--- src/rtl/scp_pkg.sv ---
// constants and carrier types for the dual-role spi port.
// assumes a single 100 MHz clock and configuration held steady per word.
// Summary of operation
// - Mode bit set makes the port controller, driving serial clock and select.
// - Mode bit clear makes it peripheral: clock and data in, reply out.
// - Phase bit chooses which edges sample the data, and for the peripheral which launch.
// - Polarity bit chooses which clock level is idle, setting edge sense.
// - Prescale 1..255 gives value+1 bus cycles per clock; 0 gives two.
// - Lead wait and lag wait each come from their own delay field.
// - Phase 1, polarity 0: half period plus lead+2 cycles to first edge.
// - Phase 1, polarity 1: half period plus lead+2 cycles, or lead+3 with select hold on.
// - Phase 1: select stays asserted lag+1 cycles after the last edge.
// - Phase 1 controller samples on falling (pol 0) or rising (pol 1).
// - Phase 1 controller changes data after falling (pol 0) or rising.
// - Peripheral updates reply after rising if pol equals phase, else falling.
// - Peripheral samples on falling if pol equals phase, else rising.
package scp_pkg;
	localparam int WORD_BITS_DEF = 16;
	localparam int PS_BITS       = 8;
	localparam int DLY_BITS      = 8;
	localparam int TMR_BITS      = 10;

	localparam logic [TMR_BITS-1:0] LEAD_EXTRA      = 10'h002;
	localparam logic [TMR_BITS-1:0] LEAD_EXTRA_HOLD = 10'h003;
	localparam logic [TMR_BITS-1:0] LAG_EXTRA       = 10'h001;
	localparam logic [TMR_BITS-1:0] PS_ZERO_PERIOD  = 10'h002;

	localparam int CLK_PERIOD_PS   = 10000;
	localparam int MIN_SCLK_PS     = 25000;
	localparam int MIN_PERIOD_CYC  =
		(MIN_SCLK_PS + CLK_PERIOD_PS - 1) / CLK_PERIOD_PS;

	localparam logic RST_SCLK = 1'h0;
	localparam logic RST_CS_N = 1'h1;
	localparam logic RST_DATA = 1'h0;

	typedef struct packed {
		logic               polarity;
		logic               phase;
		logic [PS_BITS-1:0] clk_prescale;
	} scp_format_s;

	typedef struct packed {
		logic [DLY_BITS-1:0] cs_lead_delay;
		logic [DLY_BITS-1:0] cs_lag_delay;
	} scp_delay_s;

	typedef enum logic [3:0] {
		C_IDLE  = 4'h1,
		C_LEAD  = 4'h2,
		C_SHIFT = 4'h4,
		C_LAG   = 4'h8
	} scp_cstate_e;
endpackage

--- src/rtl/scp_spi.sv ---
// dual-role spi port: controller engine, peripheral engine, pin steering.
// config ports come from same-clock logic; pins come from outside.
`timescale 1ns/1ps
module scp_spi
	import scp_pkg::*;
#(
	parameter int WORD_BITS = WORD_BITS_DEF
) (
	// clock and reset
	input  wire logic                 clk,
	input  wire logic                 resetn,
	// configuration
	input  wire logic                 controller_sel,
	input  wire scp_format_s          format_reg,
	input  wire scp_delay_s           cs_delay_reg,
	input  wire logic                 cs_keep_asserted,
	// transmit word
	input  wire logic [WORD_BITS-1:0] tx_word,
	input  wire logic                 tx_valid,
	output logic                      tx_ready,
	// receive word
	output logic      [WORD_BITS-1:0] rx_word,
	output logic                      rx_valid,
	// status
	output logic                      busy,
	output logic                      sclk_rate_fault,
	// serial clock pin
	input  wire logic                 serial_clk_i,
	output logic                      serial_clk_o,
	output logic                      serial_clk_oe_n,
	// chip select pin
	input  wire logic                 cs_n_i,
	output logic                      cs_n_o,
	output logic                      cs_oe_n,
	// controller-out data pin
	input  wire logic                 ctrl_out_data_i,
	output logic                      ctrl_out_data_o,
	output logic                      ctrl_out_data_oe_n,
	// controller-in data pin
	input  wire logic                 ctrl_in_data_i,
	output logic                      ctrl_in_data_o,
	output logic                      ctrl_in_data_oe_n
);
	localparam int CNT_BITS = $clog2(2 * WORD_BITS + 1);
	localparam logic [CNT_BITS-1:0] LAST_EDGE = CNT_BITS'(2 * WORD_BITS - 1);
	localparam logic [CNT_BITS-1:0] LAST_BIT  = CNT_BITS'(WORD_BITS - 1);
	localparam logic [TMR_BITS-1:0] TMR_ONE   = 10'h001;

	function automatic logic [TMR_BITS-1:0] clk_period(
		input logic [PS_BITS-1:0] ps
	);
		if (ps == '0) begin
			clk_period = PS_ZERO_PERIOD;
		end else begin
			clk_period = TMR_BITS'(ps) + TMR_ONE;
		end
	endfunction

	// synchronised pins
	logic              sclk_s;
	logic              cs_n_s;
	logic              mosi_s;
	logic              miso_s;

	scp_sync #(.WIDTH(4), .RESET_VAL({RST_SCLK, RST_CS_N, RST_DATA,
		RST_DATA})) u_sync (
		.clk     (clk),
		.resetn  (resetn),
		.async_in({serial_clk_i, cs_n_i, ctrl_out_data_i, ctrl_in_data_i}),
		.stable  ({sclk_s, cs_n_s, mosi_s, miso_s})
	);

	// timing derived from the format and delay settings
	logic [TMR_BITS-1:0] period;
	logic [TMR_BITS-1:0] half_lo;
	logic [TMR_BITS-1:0] half_hi;
	logic [TMR_BITS-1:0] lead_cyc;
	logic [TMR_BITS-1:0] lag_cyc;
	logic                pol;
	logic                pha;

	always_comb begin
		pol      = format_reg.polarity;
		pha      = format_reg.phase;
		period   = clk_period(format_reg.clk_prescale);
		half_lo  = period >> 1;
		half_hi  = period - half_lo;
		lead_cyc = TMR_BITS'(cs_delay_reg.cs_lead_delay);
		// extra cycle only for phase 1, polarity 1 with hold on
		if (pha && pol && cs_keep_asserted) begin
			lead_cyc = lead_cyc + LEAD_EXTRA_HOLD;
		end else begin
			lead_cyc = lead_cyc + LEAD_EXTRA;
		end
		lag_cyc  = TMR_BITS'(cs_delay_reg.cs_lag_delay) + LAG_EXTRA;
	end

	// transmit holding register shared by both roles
	logic [WORD_BITS-1:0] hold_word;
	logic                 hold_full;
	logic                 next_full;
	logic                 c_take;
	logic                 p_take;

	scp_cstate_e          cst;
	logic [TMR_BITS-1:0]  tmr;
	logic [CNT_BITS-1:0]  edge_cnt;
	logic                 sclk;
	logic                 last_edge;
	logic                 b2b;
	logic                 p_cs_fall;
	logic                 cs_n_prev;

	always_comb begin
		last_edge = (cst == C_SHIFT) && (tmr == TMR_ONE)
			&& (edge_cnt == LAST_EDGE);
		b2b       = last_edge && cs_keep_asserted && hold_full;
		c_take    = controller_sel && hold_full
			&& ((cst == C_IDLE) || b2b);
		p_cs_fall = !controller_sel && cs_n_prev && !cs_n_s;
		p_take    = p_cs_fall && hold_full;
		next_full = hold_full;
		if (c_take || p_take) begin
			next_full = 1'b0;
		end
		if (tx_valid && tx_ready) begin
			next_full = 1'b1;
		end
	end

	always_ff @(posedge clk or negedge resetn) begin
		if (!resetn) begin
			hold_full <= 1'b0;
			tx_ready  <= 1'b0;
			hold_word <= '0;
		end else begin
			hold_full <= next_full;
			tx_ready  <= !next_full;
			if (tx_valid && tx_ready) begin
				hold_word <= tx_word;
			end
		end
	end

	// controller engine
	logic [WORD_BITS-1:0] c_tx;
	logic [WORD_BITS-1:0] c_rx;
	logic                 c_mosi;
	logic                 c_cs_n;
	logic                 c_done;
	logic [WORD_BITS-1:0] c_word;

	// sampling sees the pin four cycles late; slow prescales absorb it
	always_ff @(posedge clk or negedge resetn) begin
		if (!resetn) begin
			cst      <= C_IDLE;
			tmr      <= '0;
			edge_cnt <= '0;
			sclk     <= RST_SCLK;
			c_cs_n   <= RST_CS_N;
			c_mosi   <= RST_DATA;
			c_tx     <= '0;
			c_rx     <= '0;
			c_done   <= 1'b0;
			c_word   <= '0;
		end else begin
			c_done <= 1'b0;
			if (!controller_sel) begin
				cst    <= C_IDLE;
				c_cs_n <= RST_CS_N;
				sclk   <= pol;
			end else begin
				case (cst)
				C_IDLE: begin
					sclk <= pol;
					if (c_take) begin
						c_cs_n   <= 1'b0;
						c_tx     <= hold_word;
						c_mosi   <= hold_word[WORD_BITS-1];
						edge_cnt <= '0;
						tmr      <= lead_cyc + half_lo - TMR_ONE;
						cst      <= C_LEAD;
					end
				end
				C_LEAD: begin
					if (tmr == TMR_ONE) begin
						cst <= C_SHIFT;
					end else begin
						tmr <= tmr - TMR_ONE;
					end
				end
				C_SHIFT: begin
					if (tmr != TMR_ONE) begin
						tmr <= tmr - TMR_ONE;
					end else begin
						sclk     <= !sclk;
						edge_cnt <= edge_cnt + 1'b1;
						tmr      <= (sclk == pol) ? half_hi : half_lo;
						if (!edge_cnt[0]) begin
							// leading edge: phase 0 samples here
							if (!pha) begin
								c_rx <= {c_rx[WORD_BITS-2:0], miso_s};
							end
						end else begin
							// trailing edge: phase 1 samples, both launch
							if (pha) begin
								c_rx <= {c_rx[WORD_BITS-2:0], miso_s};
							end
							c_tx   <= {c_tx[WORD_BITS-2:0], 1'b0};
							c_mosi <= c_tx[WORD_BITS-2];
						end
						if (last_edge) begin
							c_done <= 1'b1;
							c_word <= pha ? {c_rx[WORD_BITS-2:0], miso_s}
								: c_rx;
							if (b2b) begin
								c_tx     <= hold_word;
								c_mosi   <= hold_word[WORD_BITS-1];
								edge_cnt <= '0;
								tmr      <= half_lo;
							end else begin
								tmr <= lag_cyc;
								cst <= C_LAG;
							end
						end
					end
				end
				C_LAG: begin
					if (tmr == TMR_ONE) begin
						c_cs_n <= 1'b1;
						cst    <= C_IDLE;
					end else begin
						tmr <= tmr - TMR_ONE;
					end
				end
				default: begin
					cst    <= C_IDLE;
					c_cs_n <= RST_CS_N;
				end
				endcase
			end
		end
	end

	// peripheral engine
	logic                 sclk_prev;
	logic                 p_rise;
	logic                 p_fall;
	logic                 p_upd;
	logic                 p_smp;
	logic                 p_active;
	logic [WORD_BITS-1:0] p_tx;
	logic [WORD_BITS-1:0] p_rx;
	logic [CNT_BITS-1:0]  p_cnt;
	logic                 p_sampled;
	logic                 p_miso;
	logic                 p_done;
	logic [WORD_BITS-1:0] p_word;

	always_comb begin
		p_active = !controller_sel && !cs_n_s;
		p_rise   = p_active && sclk_s && !sclk_prev;
		p_fall   = p_active && !sclk_s && sclk_prev;
		p_upd    = (pol == pha) ? p_rise : p_fall;
		p_smp    = (pol == pha) ? p_fall : p_rise;
	end

	// host opens a fresh select per word, so no reload mid-select
	always_ff @(posedge clk or negedge resetn) begin
		if (!resetn) begin
			sclk_prev <= RST_SCLK;
			cs_n_prev <= RST_CS_N;
			p_tx      <= '0;
			p_rx      <= '0;
			p_cnt     <= '0;
			p_sampled <= 1'b0;
			p_miso    <= RST_DATA;
			p_done    <= 1'b0;
			p_word    <= '0;
		end else begin
			sclk_prev <= sclk_s;
			cs_n_prev <= cs_n_s;
			p_done    <= 1'b0;
			if (p_cs_fall) begin
				p_tx      <= p_take ? hold_word : '0;
				p_miso    <= p_take ? hold_word[WORD_BITS-1] : 1'b0;
				p_cnt     <= '0;
				p_sampled <= 1'b0;
			end else begin
				if (p_smp) begin
					p_rx      <= {p_rx[WORD_BITS-2:0], mosi_s};
					p_sampled <= 1'b1;
					p_cnt     <= (p_cnt == LAST_BIT) ? '0 : p_cnt + 1'b1;
					if (p_cnt == LAST_BIT) begin
						p_done <= 1'b1;
						p_word <= {p_rx[WORD_BITS-2:0], mosi_s};
					end
				end
				// first update edge before any sample keeps the top bit out
				if (p_upd && p_sampled) begin
					p_tx      <= {p_tx[WORD_BITS-2:0], 1'b0};
					p_miso    <= p_tx[WORD_BITS-2];
					p_sampled <= 1'b0;
				end
			end
		end
	end

	// pin steering, received words and status
	always_ff @(posedge clk or negedge resetn) begin
		if (!resetn) begin
			serial_clk_o       <= RST_SCLK;
			serial_clk_oe_n    <= 1'b1;
			cs_n_o             <= RST_CS_N;
			cs_oe_n            <= 1'b1;
			ctrl_out_data_o    <= RST_DATA;
			ctrl_out_data_oe_n <= 1'b1;
			ctrl_in_data_o     <= RST_DATA;
			ctrl_in_data_oe_n  <= 1'b1;
			rx_word            <= '0;
			rx_valid           <= 1'b0;
			busy               <= 1'b0;
			sclk_rate_fault    <= 1'b0;
		end else begin
			serial_clk_o       <= sclk;
			serial_clk_oe_n    <= !controller_sel;
			cs_n_o             <= c_cs_n;
			cs_oe_n            <= !controller_sel;
			ctrl_out_data_o    <= c_mosi;
			ctrl_out_data_oe_n <= !controller_sel;
			ctrl_in_data_o     <= p_miso;
			ctrl_in_data_oe_n  <= !p_active;
			rx_valid           <= c_done || p_done;
			if (c_done) begin
				rx_word <= c_word;
			end else if (p_done) begin
				rx_word <= p_word;
			end
			busy <= controller_sel ? (cst != C_IDLE) : p_active;
			// flags settings the far side promised to avoid
			sclk_rate_fault <= period < TMR_BITS'(MIN_PERIOD_CYC);
		end
	end
endmodule

--- src/rtl/scp_sync.sv ---
// three-stage input synchroniser, one lane per bit.
// output changes only once the second and third stages agree.
`timescale 1ns/1ps
module scp_sync #(
	parameter int               WIDTH     = 1,
	parameter logic [WIDTH-1:0] RESET_VAL = '0
) (
	// clock and reset
	input  wire logic             clk,
	input  wire logic             resetn,
	// lanes
	input  wire logic [WIDTH-1:0] async_in,
	output logic      [WIDTH-1:0] stable
);
	logic [WIDTH-1:0] s1;
	logic [WIDTH-1:0] s2;
	logic [WIDTH-1:0] s3;

	genvar i;
	generate
		for (i = 0; i < WIDTH; i++) begin : g_lane
			always_ff @(posedge clk or negedge resetn) begin
				if (!resetn) begin
					s1[i]     <= RESET_VAL[i];
					s2[i]     <= RESET_VAL[i];
					s3[i]     <= RESET_VAL[i];
					stable[i] <= RESET_VAL[i];
				end else begin
					s1[i] <= async_in[i];
					s2[i] <= s1[i];
					s3[i] <= s2[i];
					if (s2[i] == s3[i]) begin
						stable[i] <= s3[i];
					end
				end
			end
		end
	endgenerate
endmodule

--- config.mk ---
export PLATFORM = sky130hd
export DESIGN_NAME = scp_spi
export DESIGN_NICKNAME = d
export VERILOG_FILES = /design/src/rtl/scp_pkg.sv /design/src/rtl/scp_spi.sv /design/src/rtl/scp_sync.sv
export SDC_FILE = /design/constraint.sdc
export NUM_CORES = 1
export LEC_CHECK = 0
export BUFFER_PORTS_ARGS = -buffer_cell sky130_fd_sc_hd__buf_4
export CAP_MARGIN = 40
export CORE_MARGIN = 5
export CORE_UTILIZATION = 61
export CTS_CLUSTER_DIAMETER = 150
export DETAILED_ROUTE_END_ITERATION = 10
export PLACE_DENSITY = 0.92
export RECOVER_POWER = 100
export SLEW_MARGIN = 20
export SYNTH_ARGS = -nofsm -noshare
export SYNTH_HDL_FRONTEND = slang
export SYNTH_SLANG_ARGS = --single-unit
--- constraint.sdc ---
create_clock -name clk -period 2.52 [get_ports clk]
set_clock_uncertainty 0.05 [all_clocks]
set_input_delay 0 -clock clk [delete_from_list [all_inputs] [get_ports clk]]
set_output_delay 0 -clock clk [all_outputs]
set_load 0.005 [all_outputs]
[Word-level counts from Yosys, hierarchy flattened]
Cells that the tools add are included.
Operators by class
  add/subtract/negate cells: 10
  $mul: 0
  div/mod/pow operators: 0
  magnitude comparators: 1
  equality and inequality tests: 27
  shifts and indexed selects: 0
  multiplexer cells: 70
  bitwise gates (word level): 2
  reduce and logical (&&, ||, !) cells: 46
Operators with widths (count)
  $mux W16: 10
  $mux W10: 5
  $mux W15: 3
  $mux W6: 7
  $pmux W16 S2: 1
  $pmux W10 S3: 1
  $mux W1: 28
  $mux W4: 7
  $mux W9: 3
  $sub A10 B1 Y10 const B: 2
  $add A8 B1 Y9 const B: 2
  $add A8 B2 Y9 const B: 2
  $logic_and A1 B1 Y1: 18
  $ne A3 B3 Y1 const B: 6
  $pmux W4 S4: 1
  $reduce_and A4 Y1: 4
  $add A6 B1 Y6 const B: 2
  $pmux W6 S2: 1
  $add A9 B8 Y10: 1
  $eq A10 B1 Y1 const B: 1
  $ne A10 B1 Y1 const B: 1
  $sub A9 B8 Y10: 1
  $lt A9 B2 Y1 const B: 1
  $logic_not A8 Y1: 1
  other kinds (22): 47
Word-level totals
  flip-flop bits (word level): 188
  latch bits: 0
  bits in writable memories: 0
  memory bits (read-only): 0
  output and inout bits: 28
  logic and storage cells: 204
  memories kept: 0

[Longest topological paths before layout]
Gate-level depths: netlist of run 1.
  depth after elaboration: 11
  gate-level depth with buffers: 17
  mapped depth without buffers: 17

[Modules after synthesis]
From an unflattened synthesis of run 1, not the netlist that was laid out.
Unflattened totals
  cells, all modules: 973
  area, all modules: 10002.1 um^2
By module, submodules not included
  scp_spi: instances 1, cells each 953, area each 9551.7 um^2
  scp_sync: instances 1, cells each 20, area each 450.4 um^2

[Least setup slack after synthesis of run 1]
No wires, ideal clock.
  kind: input to register
  start: input port format_reg[5] in the netlist's numbering
  end: register tmr[9]
  setup time: 121 ps
  data arrival time: 3003 ps
  data required time: 2349 ps
  path slack: -654 ps
  stages: 16
  path buffers: 1
  path through: buf_2 -> or4b_4 -> nor4_4 -> nor2_1 -> inv_1 -> ha_1 -> inv_1 -> ha_1 -> fa_1 -> a211oi_1 -> nor2_1 -> o21a_1 -> o41a_1 -> xnor2_1 -> nor2_1 -> o22a_1
Between the ends
  cells in the longest elaborated chain, start to end: 7
Ends and longest elaborated chain
  start, declared: line scp_spi.sv:14  | input wire scp_format_s format_reg,
  $add A8 B1 Y9 / $logic_not A8 Y1 (equally long branches): line scp_spi.sv:55, scp_spi.sv:52
  $mux W9 *: line scp_spi.sv:52  | if (ps == '0) begin
  branches (longest 4 deep; another with $add A9 B8 Y10)
  $pmux W10 S3 *: line scp_spi.sv:173  | case (cst)
  end signal, assigned: line scp_spi.sv:181  | tmr <= lead_cyc + half_lo - TMR_ONE;
  end signal, assigned: line scp_spi.sv:194  | tmr <= tmr - TMR_ONE;
  end signal, assigned: line scp_spi.sv:198  | tmr <= (sclk == pol) ? half_hi : half_lo;
  end, declared: line scp_spi.sv:106  | logic [TMR_BITS-1:0] tmr;
Mark *: on every way between the ends. The select of a mux whose other input is x is not followed.
A chain may end at the register's enable or synchronous reset.

[Worst setup path in the final report of run 1]
  start: input port format_reg[0] in the netlist's numbering
  end: register tmr[9]
The elaborated chain is that of the path after synthesis.

==> flow_summary.ini, run 1 <==
[status]
status = finished with violations
violations = max-capacitance violations, max-slew violations, negative setup slack

[timing]
rsz0062_at_grt = yes
setup_violations = 27
whs_ps = 34.3
finalWorstSetupSlack_ps = -131
slew_viol_final = 69
hold_violations = 0
post-route-min-period_ps = 2650
relSlewSlack_pct = -15.1
worstMarginPinSlew_ps = 1730
fin_crit_sh_pct = 105
fmax_mhz = 377

[synthesis]
synth_cells = 960
synth-compound-area-share_pct = 13.8
synth_area_um2 = 9910
async_reset_ff_share_pct = 100
synth_edf_count = 0
synth_mux_area_share_pct = 11.0
ys_seq_elements = 187
ys_types = 74
netlist.top_cell.by_area = dfrtp_1
synth_top_family_by_area = simple AND/OR/NAND/NOR gates
synth_nets = 1053
synthSimpleGateAreaFrac_pct = 14.3
synth_ff_type = dfrtp_1
syn_area_per_cell_um2 = 10.3
synth_xor_area_share_pct = 3.98
netlist.area_leader.share_pct = 44.7
synth_adder_area_share_pct = 5.86
yosys_warnings = 0
ys_top_cells_by_area = dfrtp_1 45%, mux2_2 7.6%, ha_1 5.0%
ys_seq_area_share_pct = 47.3

[worst_setup_path]
critPathKind = in2reg
reg2reg_depth = 5
rrSetupSlack_ps = -110
worstReg2RegStart = cst[0]
critPathTopFamily = simple AND/OR/NAND/NOR gates
worst-path-buf-inv = 4
cp_common_cell = ha_4
startpoint_type = input port
critical_path.cell_chain = buf_6 -> inv_4 -> ha_4 -> or4b_4 -> nor4_4 -> nor2_2 -> inv_2 -> ha_4 -> inv_2 -> ha_4 -> fa_2 -> a211oi_2 -> nor2_1 -> o21a_1 -> o41a_1 -> xnor2_1 -> nor2_1 -> o22a_1
cp.arrival_ps = 2930
r2r-end = tmr[1]
max_stage_delay_ps = 460
cp_data_required_time_ps = 2790
crit_path_top_delay_cell = or4b_4
cp_max_fo = 2
crit_path_end_kind = register

[die]
chipHeight_um = 137
design.die.area_um2 = 18900
rows = 46
io_pins = 79
initial_core_util_pct = 62.2
die_w_um = 137
core_area_um2 = 15900

[clock_network]
root_buffer = clkbuf_16
clk_latency_ps = 450
clk_pin_slew_worst_paths_ps = 70
cts_buffer_depth = 2
htreeDepth = 4
cts_sinks = 187
cts_made_buffers = 17
cts_tree = yes

[pwr]
p_per_area_nw_per_um2 = 818
switching_share_pct = 35.5
clockPowerShare_pct = 26.9
pwr-share-comb_pct = 31.8
p_int_uw = 6580
finalPower_uw = 10200
p_sw_uw = 3620
max-vdd-ir-drop_v = 0.000674
seqPwrFrac_pct = 41.3
p_leak_uw = 0.00579

[layout]
fin_area_um2 = 12500
mostFrequentLayoutCells = 176 x dfrtp_1, 147 x buf_4, 122 x nand2_1
final_core_util_pct = 78.3
antenna_cells = 0
layout.nets = 1248
synthToLayoutAreaGrowth_pct = 25.8
fill_cells = 931
layout-drive-gt1-share_pct = 29.7
layout_commonest_cell = dfrtp_1

[worst_hold_path]
min_to = tmr[0]
hold_path_class = in2reg
hold_depth = 3
hp-start = cs_delay_reg[0]

[job]
maxCapViolations = 1

[route]
drt_iter0_drc = 930
drc = 0
ant_nets = 0
routed_via_density = 6.28
finalWirelength_mm = 28.6
first_pass_iters = 8
wl_per_cell_um = 20.6
route.vias.total = 8697

[place]
portBuffers = 78
place_area_um2 = 11500
dp_hpwl_mm = 18.7
gp_congestion = 1.01
post-place-ws_ps = -700

[grt]
antenna_found_initial = 0
grt_start_max_net_pins = 69
overflow = 0
grt_pass1_vias = 8800
grt_pass1_wl_mm = 45.0
grt.total_usage_pct = 30.6
[cell type report]
type                    instances  area [um2]  share of cell area [%]
inverters                      40         153                    1.22
well taps                     216         270                    2.17
clock inverters                12         136                    1.09
clock buffers                  20         457                    3.66
flip-flops and latches        187        4690                    37.6
multi-input cells             689        5070                    40.6
repair buffers                220        1700                    13.6
[worst min-delay path: stages]
cell and delay [ps]:
buf_4 120, a221oi_1 110, a31o_2 240
[worst max path at each step]
stage,cells past startpoint,slack (ps),startpoint,endpoint
2_1_floorplan,16,-470,format_reg[5],tmr[9]
3_3_place_gp,18,-530,format_reg[0],tmr[9]
3_5_place_dp,17,-700,format_reg[0],tmr[6]
4_1_cts,18,-110,format_reg[0],tmr[9]
5_1_grt,18,-260,format_reg[0],tmr[9]
6_report,18,-130,format_reg[0],tmr[9]
[metrics by stage]
stage	TNS [ps]	instances
2_1_floorplan	-1350	960
3_3_place_gp	-3500	1321
3_5_place_dp	-4520	1321
4_1_cts	-151	1379
5_1_grt	-6260	1384
6_report	-1050	1384
[kinds of logic after synthesis]
kind of cell | after synthesis
compound gates | 217
mux | 101
buf+inv | 84
simple gates | 280
fa+ha+maj | 46
flops | 187
xor+xnor | 45
[flip-flops by register name (all words and copies together), names as in the netlist, 10 cells and up]
| register | count |
|---|---|
| hold_word | 16 |
| c_rx | 16 |
| c_tx | 15 |
| p_rx | 15 |
| p_tx | 15 |
| tmr | 10 |
| c_word | 16 |
| rx_word | 16 |
| p_word | 16 |
[cell usage after synthesis, drive strengths merged, types with 6 or more instances]
library cell,n
nand4,9
xor2,23
xnor2,22
nor2b,11
nor2,50
nand2,122
and3,24
clkbuf,26
o22ai,6
mux2,67
a31oi,6
mux2i,34
dfstp,10
nand3,17
ha,40
o31ai,6
a211oi,10
a21oi,49
buf,18
dfrtp,177
o21ai,85
inv,39
or3,8
nand2b,8
a22oi,15
nor3,10
a221oi,6
[power groups by stage]
stage               logic [uW]  registers (uW)  clock network (uW)
global route              3480            4250                2860
CTS                       3030            4140                2710
detailed placement        2890            4180                   0
global placement          2750            4130                   0
finish                    3250            4210                2740
floorplan                 1870            3990                   0
[metal layers]
metal / vias up / wire length [um] / GRT usage [%]
met5: - / 0 / 0
met4: 0 / 1720 / 15.0
met3: 175 / 2530 / 6.36
met2: 554 / 14000 / 52.1
met1: 4178 / 10300 / 37.1
li1: 3790 / - / -
[repair_timing]
| item | 4_1_cts | 5_1_grt |
|---|---|---|
| setup endpoints to repair | 14 | 26 |
| hold buffers | 23 | 0 |
| buffers inserted | 3 | 5 |
| endpoints found under the hold margin | 99 | 0 |
| pin swaps | 2 | 17 |
| gates cloned | 0 | 0 |
| gates resized for setup | 16 | 35 |
No activity file was read; power rests on OpenSTA's default activity.
==> inputs of run 2 (changes only) <==
--- a/config.mk
+++ b/config.mk
@@ -8,11 +8,11 @@
 export BUFFER_PORTS_ARGS = -buffer_cell sky130_fd_sc_hd__buf_4
 export CAP_MARGIN = 40
 export CORE_MARGIN = 5
-export CORE_UTILIZATION = 61
+export CORE_UTILIZATION = 62
+export CTS_BUF_LIST = sky130_fd_sc_hd__clkbuf_4
 export CTS_CLUSTER_DIAMETER = 150
 export DETAILED_ROUTE_END_ITERATION = 10
-export PLACE_DENSITY = 0.92
-export RECOVER_POWER = 100
+export PLACE_DENSITY = 0.93
 export SLEW_MARGIN = 20
 export SYNTH_ARGS = -nofsm -noshare
 export SYNTH_HDL_FRONTEND = slang
==> run 2 against run 1 <==
Against the previous run:
- the flow finishes with violations (negative setup slack)
- cell count up 0.29%
- largest power group unchanged
- sequential power about the same
- register-to-register slack better by 95 ps
- combinational power down 2%
- critical endpoint is now c_tx[6]
==> flow_summary.ini, run 2 (synthesized netlist as in run 1, its figures left out) <==
[status]
status = finished with violations
violations = negative setup slack

[pwr]
switching_share_pct = 37.5
pwr-share-comb_pct = 35.1
seqPwrFrac_pct = 46.4
p_leak_uw = 0.00570
clockPowerShare_pct = 18.4
p_sw_uw = 3420
max-vdd-ir-drop_v = 0.000419
p_int_uw = 5690
p_per_area_nw_per_um2 = 746

[worst_setup_path]
cp.arrival_ps = 2990
startpoint_type = register
cp_data_required_time_ps = 2980
critical_path.cell_chain = nor4_4 -> buf_4 -> nand4_2 -> a21oi_2 -> o21ai_1 -> buf_4 -> a22oi_1 -> nand2_1
crit_path_top_delay_cell = dfrtp_1
max_stage_delay_ps = 510
critPathKind = reg2reg
cp_common_cell = buf_4
crit_path_end_kind = register
cp_max_fo = 15

[layout]
layout.nets = 1251
mostFrequentLayoutCells = 177 x buf_4, 174 x dfrtp_1, 122 x nand2_1
synthToLayoutAreaGrowth_pct = 23.1
layout_commonest_cell = buf_4
final_core_util_pct = 77.4
layout-drive-gt1-share_pct = 28.6
fin_area_um2 = 12200
fin_cells = 1388

[clock_network]
clk_pin_slew_worst_paths_ps = 180
cts_buffer_depth = 2
cts_sinks = 187
cts_tree = yes
cts_made_buffers = 17
htreeDepth = 4
root_buffer = clkbuf_4
clk_latency_ps = 620

[timing]
fmax_mhz = 394
slew_viol_final = 0
post-route-min-period_ps = 2530
hold_violations = 0
worstMarginPinSlew_ps = 786
rsz0062_at_grt = yes
finalWorstSetupSlack_ps = -14.9
setup_violations = 1
relSlewSlack_pct = 47.5
fin_crit_sh_pct = 101
setup_tns_ps = -14.9

[die]
io_pins = 79
initial_core_util_pct = 62.9
die_w_um = 136
rows = 46
core_area_um2 = 15800
design.die.area_um2 = 18600
chipHeight_um = 136

[grt]
grt_pass1_wl_mm = 43.9
grt.total_usage_pct = 30.0
grt_start_max_net_pins = 69
overflow = 0
antenna_found_initial = 1
grt_pass1_vias = 8774

[place]
gp_congestion = 0.984
dpl.cell_count = 1314
dp_hpwl_mm = 18.4
place_area_um2 = 11400
portBuffers = 78

[route]
drc = 0
first_pass_iters = 9
route.vias.total = 8559
wl_per_cell_um = 19.5
routed_via_density = 6.17
drt_iter0_drc = 960
finalWirelength_mm = 27.1
ant_nets = 0

[job]
maxCapViolations = 0

[worst_hold_path]
hold_path_class = in2reg
## run 2: cell types whose count changed in the layout (fill, tap and decap cells not counted), moves of 4 or more
cell,delta
dfstp_2,+5
clkbuf_1,-11
clkbuf_2,-7
inv_2,-4
clkbuf_16,-17
clkbuf_4,-10
clkinv_1,+4
dfstp_1,-5
a211oi_1,+4
buf_4,+30
a211oi_2,-4
dlygate4sd3_1,+15
## run 2: power groups by stage
| stage | Sequential (uW) | Clock (uW) | Combinational [uW] |
|---|---|---|---|
| after floorplan | 3990 | 0 | 1870 |
| after global placement | 4150 | 0 | 2730 |
| after detailed placement | 4200 | 0 | 2870 |
| after CTS | 4150 | 1650 | 2960 |
| after global routing | 4270 | 1800 | 3450 |
| final | 4230 | 1680 | 3200 |
## run 2: worst paths after layout
kind                       depth (start not counted)  slack [ps]           from            to
setup / recovery                                   8         -10         tmr[6]       c_tx[6]
hold / removal                                     6          30  format_reg[6]        tmr[5]
setup reg to reg                                   8         -10         tmr[6]       c_tx[6]
hold reg to reg                                    0         310   u_sync.s1[2]  u_sync.s2[2]
max in group asynchronous                          4        1110         resetn  u_sync.s1[2]
min in group asynchronous                          3         450         resetn   rx_word[15]
## run 2: area by class of cell
class                      instances  area (um2)
antenna                            1        2.50
timing repair buffer             223        1840
inverter                          40         158
multi-input combinational        689        4960
clock buffer                      18         135
clock inverter                    14         145
tap                              216         270
sequential                       187        4700
fill                             959        3560
## run 2: metrics by stage
| stage | hold WS, ps | power (uW) | setup slack [ps] |
|---|---|---|---|
| 2_1_floorplan | -346 | 5870 | -466 |
| 3_3_place_gp | -17.8 | 6870 | -538 |
| 3_5_place_dp | -18.6 | 7070 | -642 |
| 4_1_cts | 13.3 | 8770 | 2.95 |
| 5_1_grt | 50.5 | 9520 | -128 |
| 6_report | 30.3 | 9110 | -14.9 |
## run 2: timing repair
item,4_1_cts,5_1_grt
pin swaps,0,2
hold endpoints to repair,250,1
endpoints found under the setup margin,16,26
resized for setup,4,24
hold buffers,37,1
setup buffers,0,1
## run 2: layer usage
layer	part of all wire, %	GRT usage (%)
met4	5.2	15.0
met2	50	51.4
met1	38	36.9
met5	0	0
met3	7.5	4.85
## run 2: critical path: cells and delay by family, from the launching register on
family / cells / cell delay [ps]
and+or+nand+nor: 3 / 740
buffers and inverters: 2 / 410
AOI/OAI and AO/OA: 3 / 720
DFF: 1 / 510
==> inputs of run 3 (changes only) <==
--- a/config.mk
+++ b/config.mk
@@ -8,11 +8,12 @@
 export BUFFER_PORTS_ARGS = -buffer_cell sky130_fd_sc_hd__buf_4
 export CAP_MARGIN = 40
 export CORE_MARGIN = 5
-export CORE_UTILIZATION = 62
-export CTS_BUF_LIST = sky130_fd_sc_hd__clkbuf_4
+export CORE_UTILIZATION = 61
+export CTS_BUF_LIST = sky130_fd_sc_hd__clkbuf_8 sky130_fd_sc_hd__clkbuf_16
 export CTS_CLUSTER_DIAMETER = 150
 export DETAILED_ROUTE_END_ITERATION = 10
-export PLACE_DENSITY = 0.93
+export MAX_ROUTING_LAYER = met4
+export PLACE_DENSITY = 0.92
 export SLEW_MARGIN = 20
 export SYNTH_ARGS = -nofsm -noshare
 export SYNTH_HDL_FRONTEND = slang
==> constraint.sdc (replaced) <==
create_clock -name clk -period 2.4 [get_ports clk]
set_clock_uncertainty 0.05 [all_clocks]
set_input_delay 0 -clock clk [delete_from_list [all_inputs] [get_ports clk]]
set_output_delay 0 -clock clk [all_outputs]
set_load 0.005 [all_outputs]
==> run 3 against run 2 <==
Against the previous run:
- the flow still finishes with violations (negative setup slack)
- setup slack got worse by 360 ps
- critical path depth increased by 11
- flip-flop and latch count unchanged
- die area increased by 1.5%
- worst hold slack got worse by 3.6 ps
- core utilization increased by 4.9 points
- cell count increased by 2.7%
- wire length increased by 28%
- register-to-register slack got worse by 300 ps
==> flow_summary.ini, run 3 (synthesized netlist as in run 1, its figures left out) <==
[clock_network]
htreeDepth = 4
cts_tree = yes
cts_made_buffers = 17
clk_latency_ps = 450
cts_buffer_depth = 2
cts_sinks = 187
root_buffer = clkbuf_16
clk_pin_slew_worst_paths_ps = 70

[layout]
seq_area_um2 = 4700
mostFrequentLayoutCells = 216 x buf_4, 174 x dfrtp_1, 120 x nand2_1
antenna_cells = 0
layout.nets = 1290
layout-drive-gt1-share_pct = 35.8
fin_cells = 1426
synthToLayoutAreaGrowth_pct = 32.4
multi_input_area_um2 = 5270
fill_cells = 745
layout_commonest_cell = buf_4

[grt]
antenna_found_initial = 0
grt.total_usage_pct = 32.9
grt_start_max_net_pins = 77
overflow = 0
grt_pass1_vias = 8979
grt_pass1_wl_mm = 46.7

[route]
route.vias.total = 9677
routed_via_density = 6.79
first_pass_iters = 11
finalWirelength_mm = 34.7
ant_nets = 0
drc = 0
wl_per_cell_um = 24.3
drt_iter0_drc = 1496

[timing]
rsz0062_at_grt = yes
setup_violations = 47
worstMarginPinSlew_ps = 790
hold_violations = 0
relSlewSlack_pct = 47.2
fmax_mhz = 360
post-route-min-period_ps = 2780
fin_crit_sh_pct = 116
slew_viol_final = 0
finalWorstSetupSlack_ps = -377
whs_ps = 26.7

[worst_setup_path]
cp.arrival_ps = 3070
critical_path.cell_chain = buf_6 -> inv_2 -> ha_4 -> or4b_4 -> nor4_4 -> buf_4 -> buf_6 -> buf_6 -> buf_6 -> or2_4 -> ha_4 -> fa_2 -> nand2b_4 -> a21oi_4 -> inv_2 -> o41ai_2 -> xor2_1 -> a221oi_2 -> o32ai_2
cp_data_required_time_ps = 2700
crit_path_end_kind = register
worstReg2RegStart = edge_cnt[0]
startpoint_type = input port
rrSetupSlack_ps = -310
r2r-end = c_tx[11]
max_stage_delay_ps = 360
reg2reg_depth = 9
cp_max_fo = 2
critPathKind = in2reg
crit_path_top_delay_cell = fa_2
cp_common_cell = buf_6

[die]
io_pins = 79
die_w_um = 137
design.die.area_um2 = 18900
initial_core_util_pct = 62.2
rows = 46
chipHeight_um = 137
core_area_um2 = 15900

[pwr]
p_leak_uw = 0.00612
max-vdd-ir-drop_v = 0.000568
p_per_area_nw_per_um2 = 879

[status]
status = finished with violations
violations = negative setup slack

[worst_hold_path]
min_to = tmr[0]
hold_path_class = in2reg
hold_depth = 3
hp-start = cs_delay_reg[0]

[place]
post-place-ws_ps = -818
dp_hpwl_mm = 18.2
gp_congestion = 0.987
dpl.cell_count = 1337
portBuffers = 78

[job]
maxCapViolations = 0
==> run 3: changes by cell type in the layout (fill, tap and decap cells not counted), sizes merged <==
cell	change
diode	-1
buf	+51
dlygate4sd3	-15
inv	+1
clkbuf	+2
==> run 3: worst max path at each step <==
stage                             start     end  slack (ps)
after floorplan           format_reg[5]  tmr[9]        -590
after global placement    format_reg[0]  tmr[9]        -690
after detailed placement  format_reg[0]  tmr[9]        -820
after CTS                 format_reg[0]  tmr[9]        -230
after global routing      format_reg[0]  tmr[4]        -500
final                     format_reg[1]  tmr[6]        -380
==> run 3: metal layers <==
metal	track usage, %	up-vias	part of all wire (%)
li1	-	3885	-
met5	-	-	0
met3	6.87	339	11
met4	15.5	0	8.4
met1	39.0	4597	34
met2	53.9	856	47
==> run 3: report_power, final <==
part / internal, uW / leakage (uW) / switching [uW] / total [uW]
clock: 1540 / 0.000292 / 1300 / 2830
combinational: 1840 / 0.00340 / 2370 / 4210
sequential: 3810 / 0.00243 / 681 / 4490
total: 7190 / 0.00612 / 4350 / 11500
==> run 3: worst max-delay path, delay by kind of cell <==
| kind | cells | cell delay (ps) |
|---|---|---|
| compound gates | 4 | 810 |
| fa+ha+maj | 3 | 660 |
| simple gates | 4 | 660 |
| xor+xnor | 1 | 300 |
| buf+inv | 7 | 630 |
==> run 3: stage by stage <==
stage / util, % / setup TNS [ps] / total power (uW) / area, um2
3_3_place_gp: 72.6 / -4540 / 7300 / 11600
5_1_grt: 82.3 / -9380 / 11900 / 13100
3_5_place_dp: 72.6 / -5450 / 7480 / 11600
2_1_floorplan: - / -2110 / 6160 / 9940
4_1_cts: 79.1 / -549 / 10500 / 12600
6_report: 82.3 / -6330 / 11500 / 13100
==> run 3: repair_timing <==
| action | CTS | global route |
|---|---|---|
| gates cloned | 0 | 3 |
| setup endpoints to repair | 21 | 51 |
| hold buffers | 23 | 0 |
| resized for setup | 31 | 66 |
| setup buffers | 7 | 25 |
| endpoints found under the hold margin | 99 | 0 |
| pin swaps | 22 | 53 |
==> run 3: final cells by class <==
type | instances | area share [%]
Timing Repair Buffer | 262 | 16.5
Sequential cell | 187 | 35.8
Clock inverter | 15 | 1.14
Tap cell | 216 | 2.06
Multi-Input combinational cell | 689 | 40.1
Inverter | 40 | 1.16
Clock buffer | 17 | 3.24
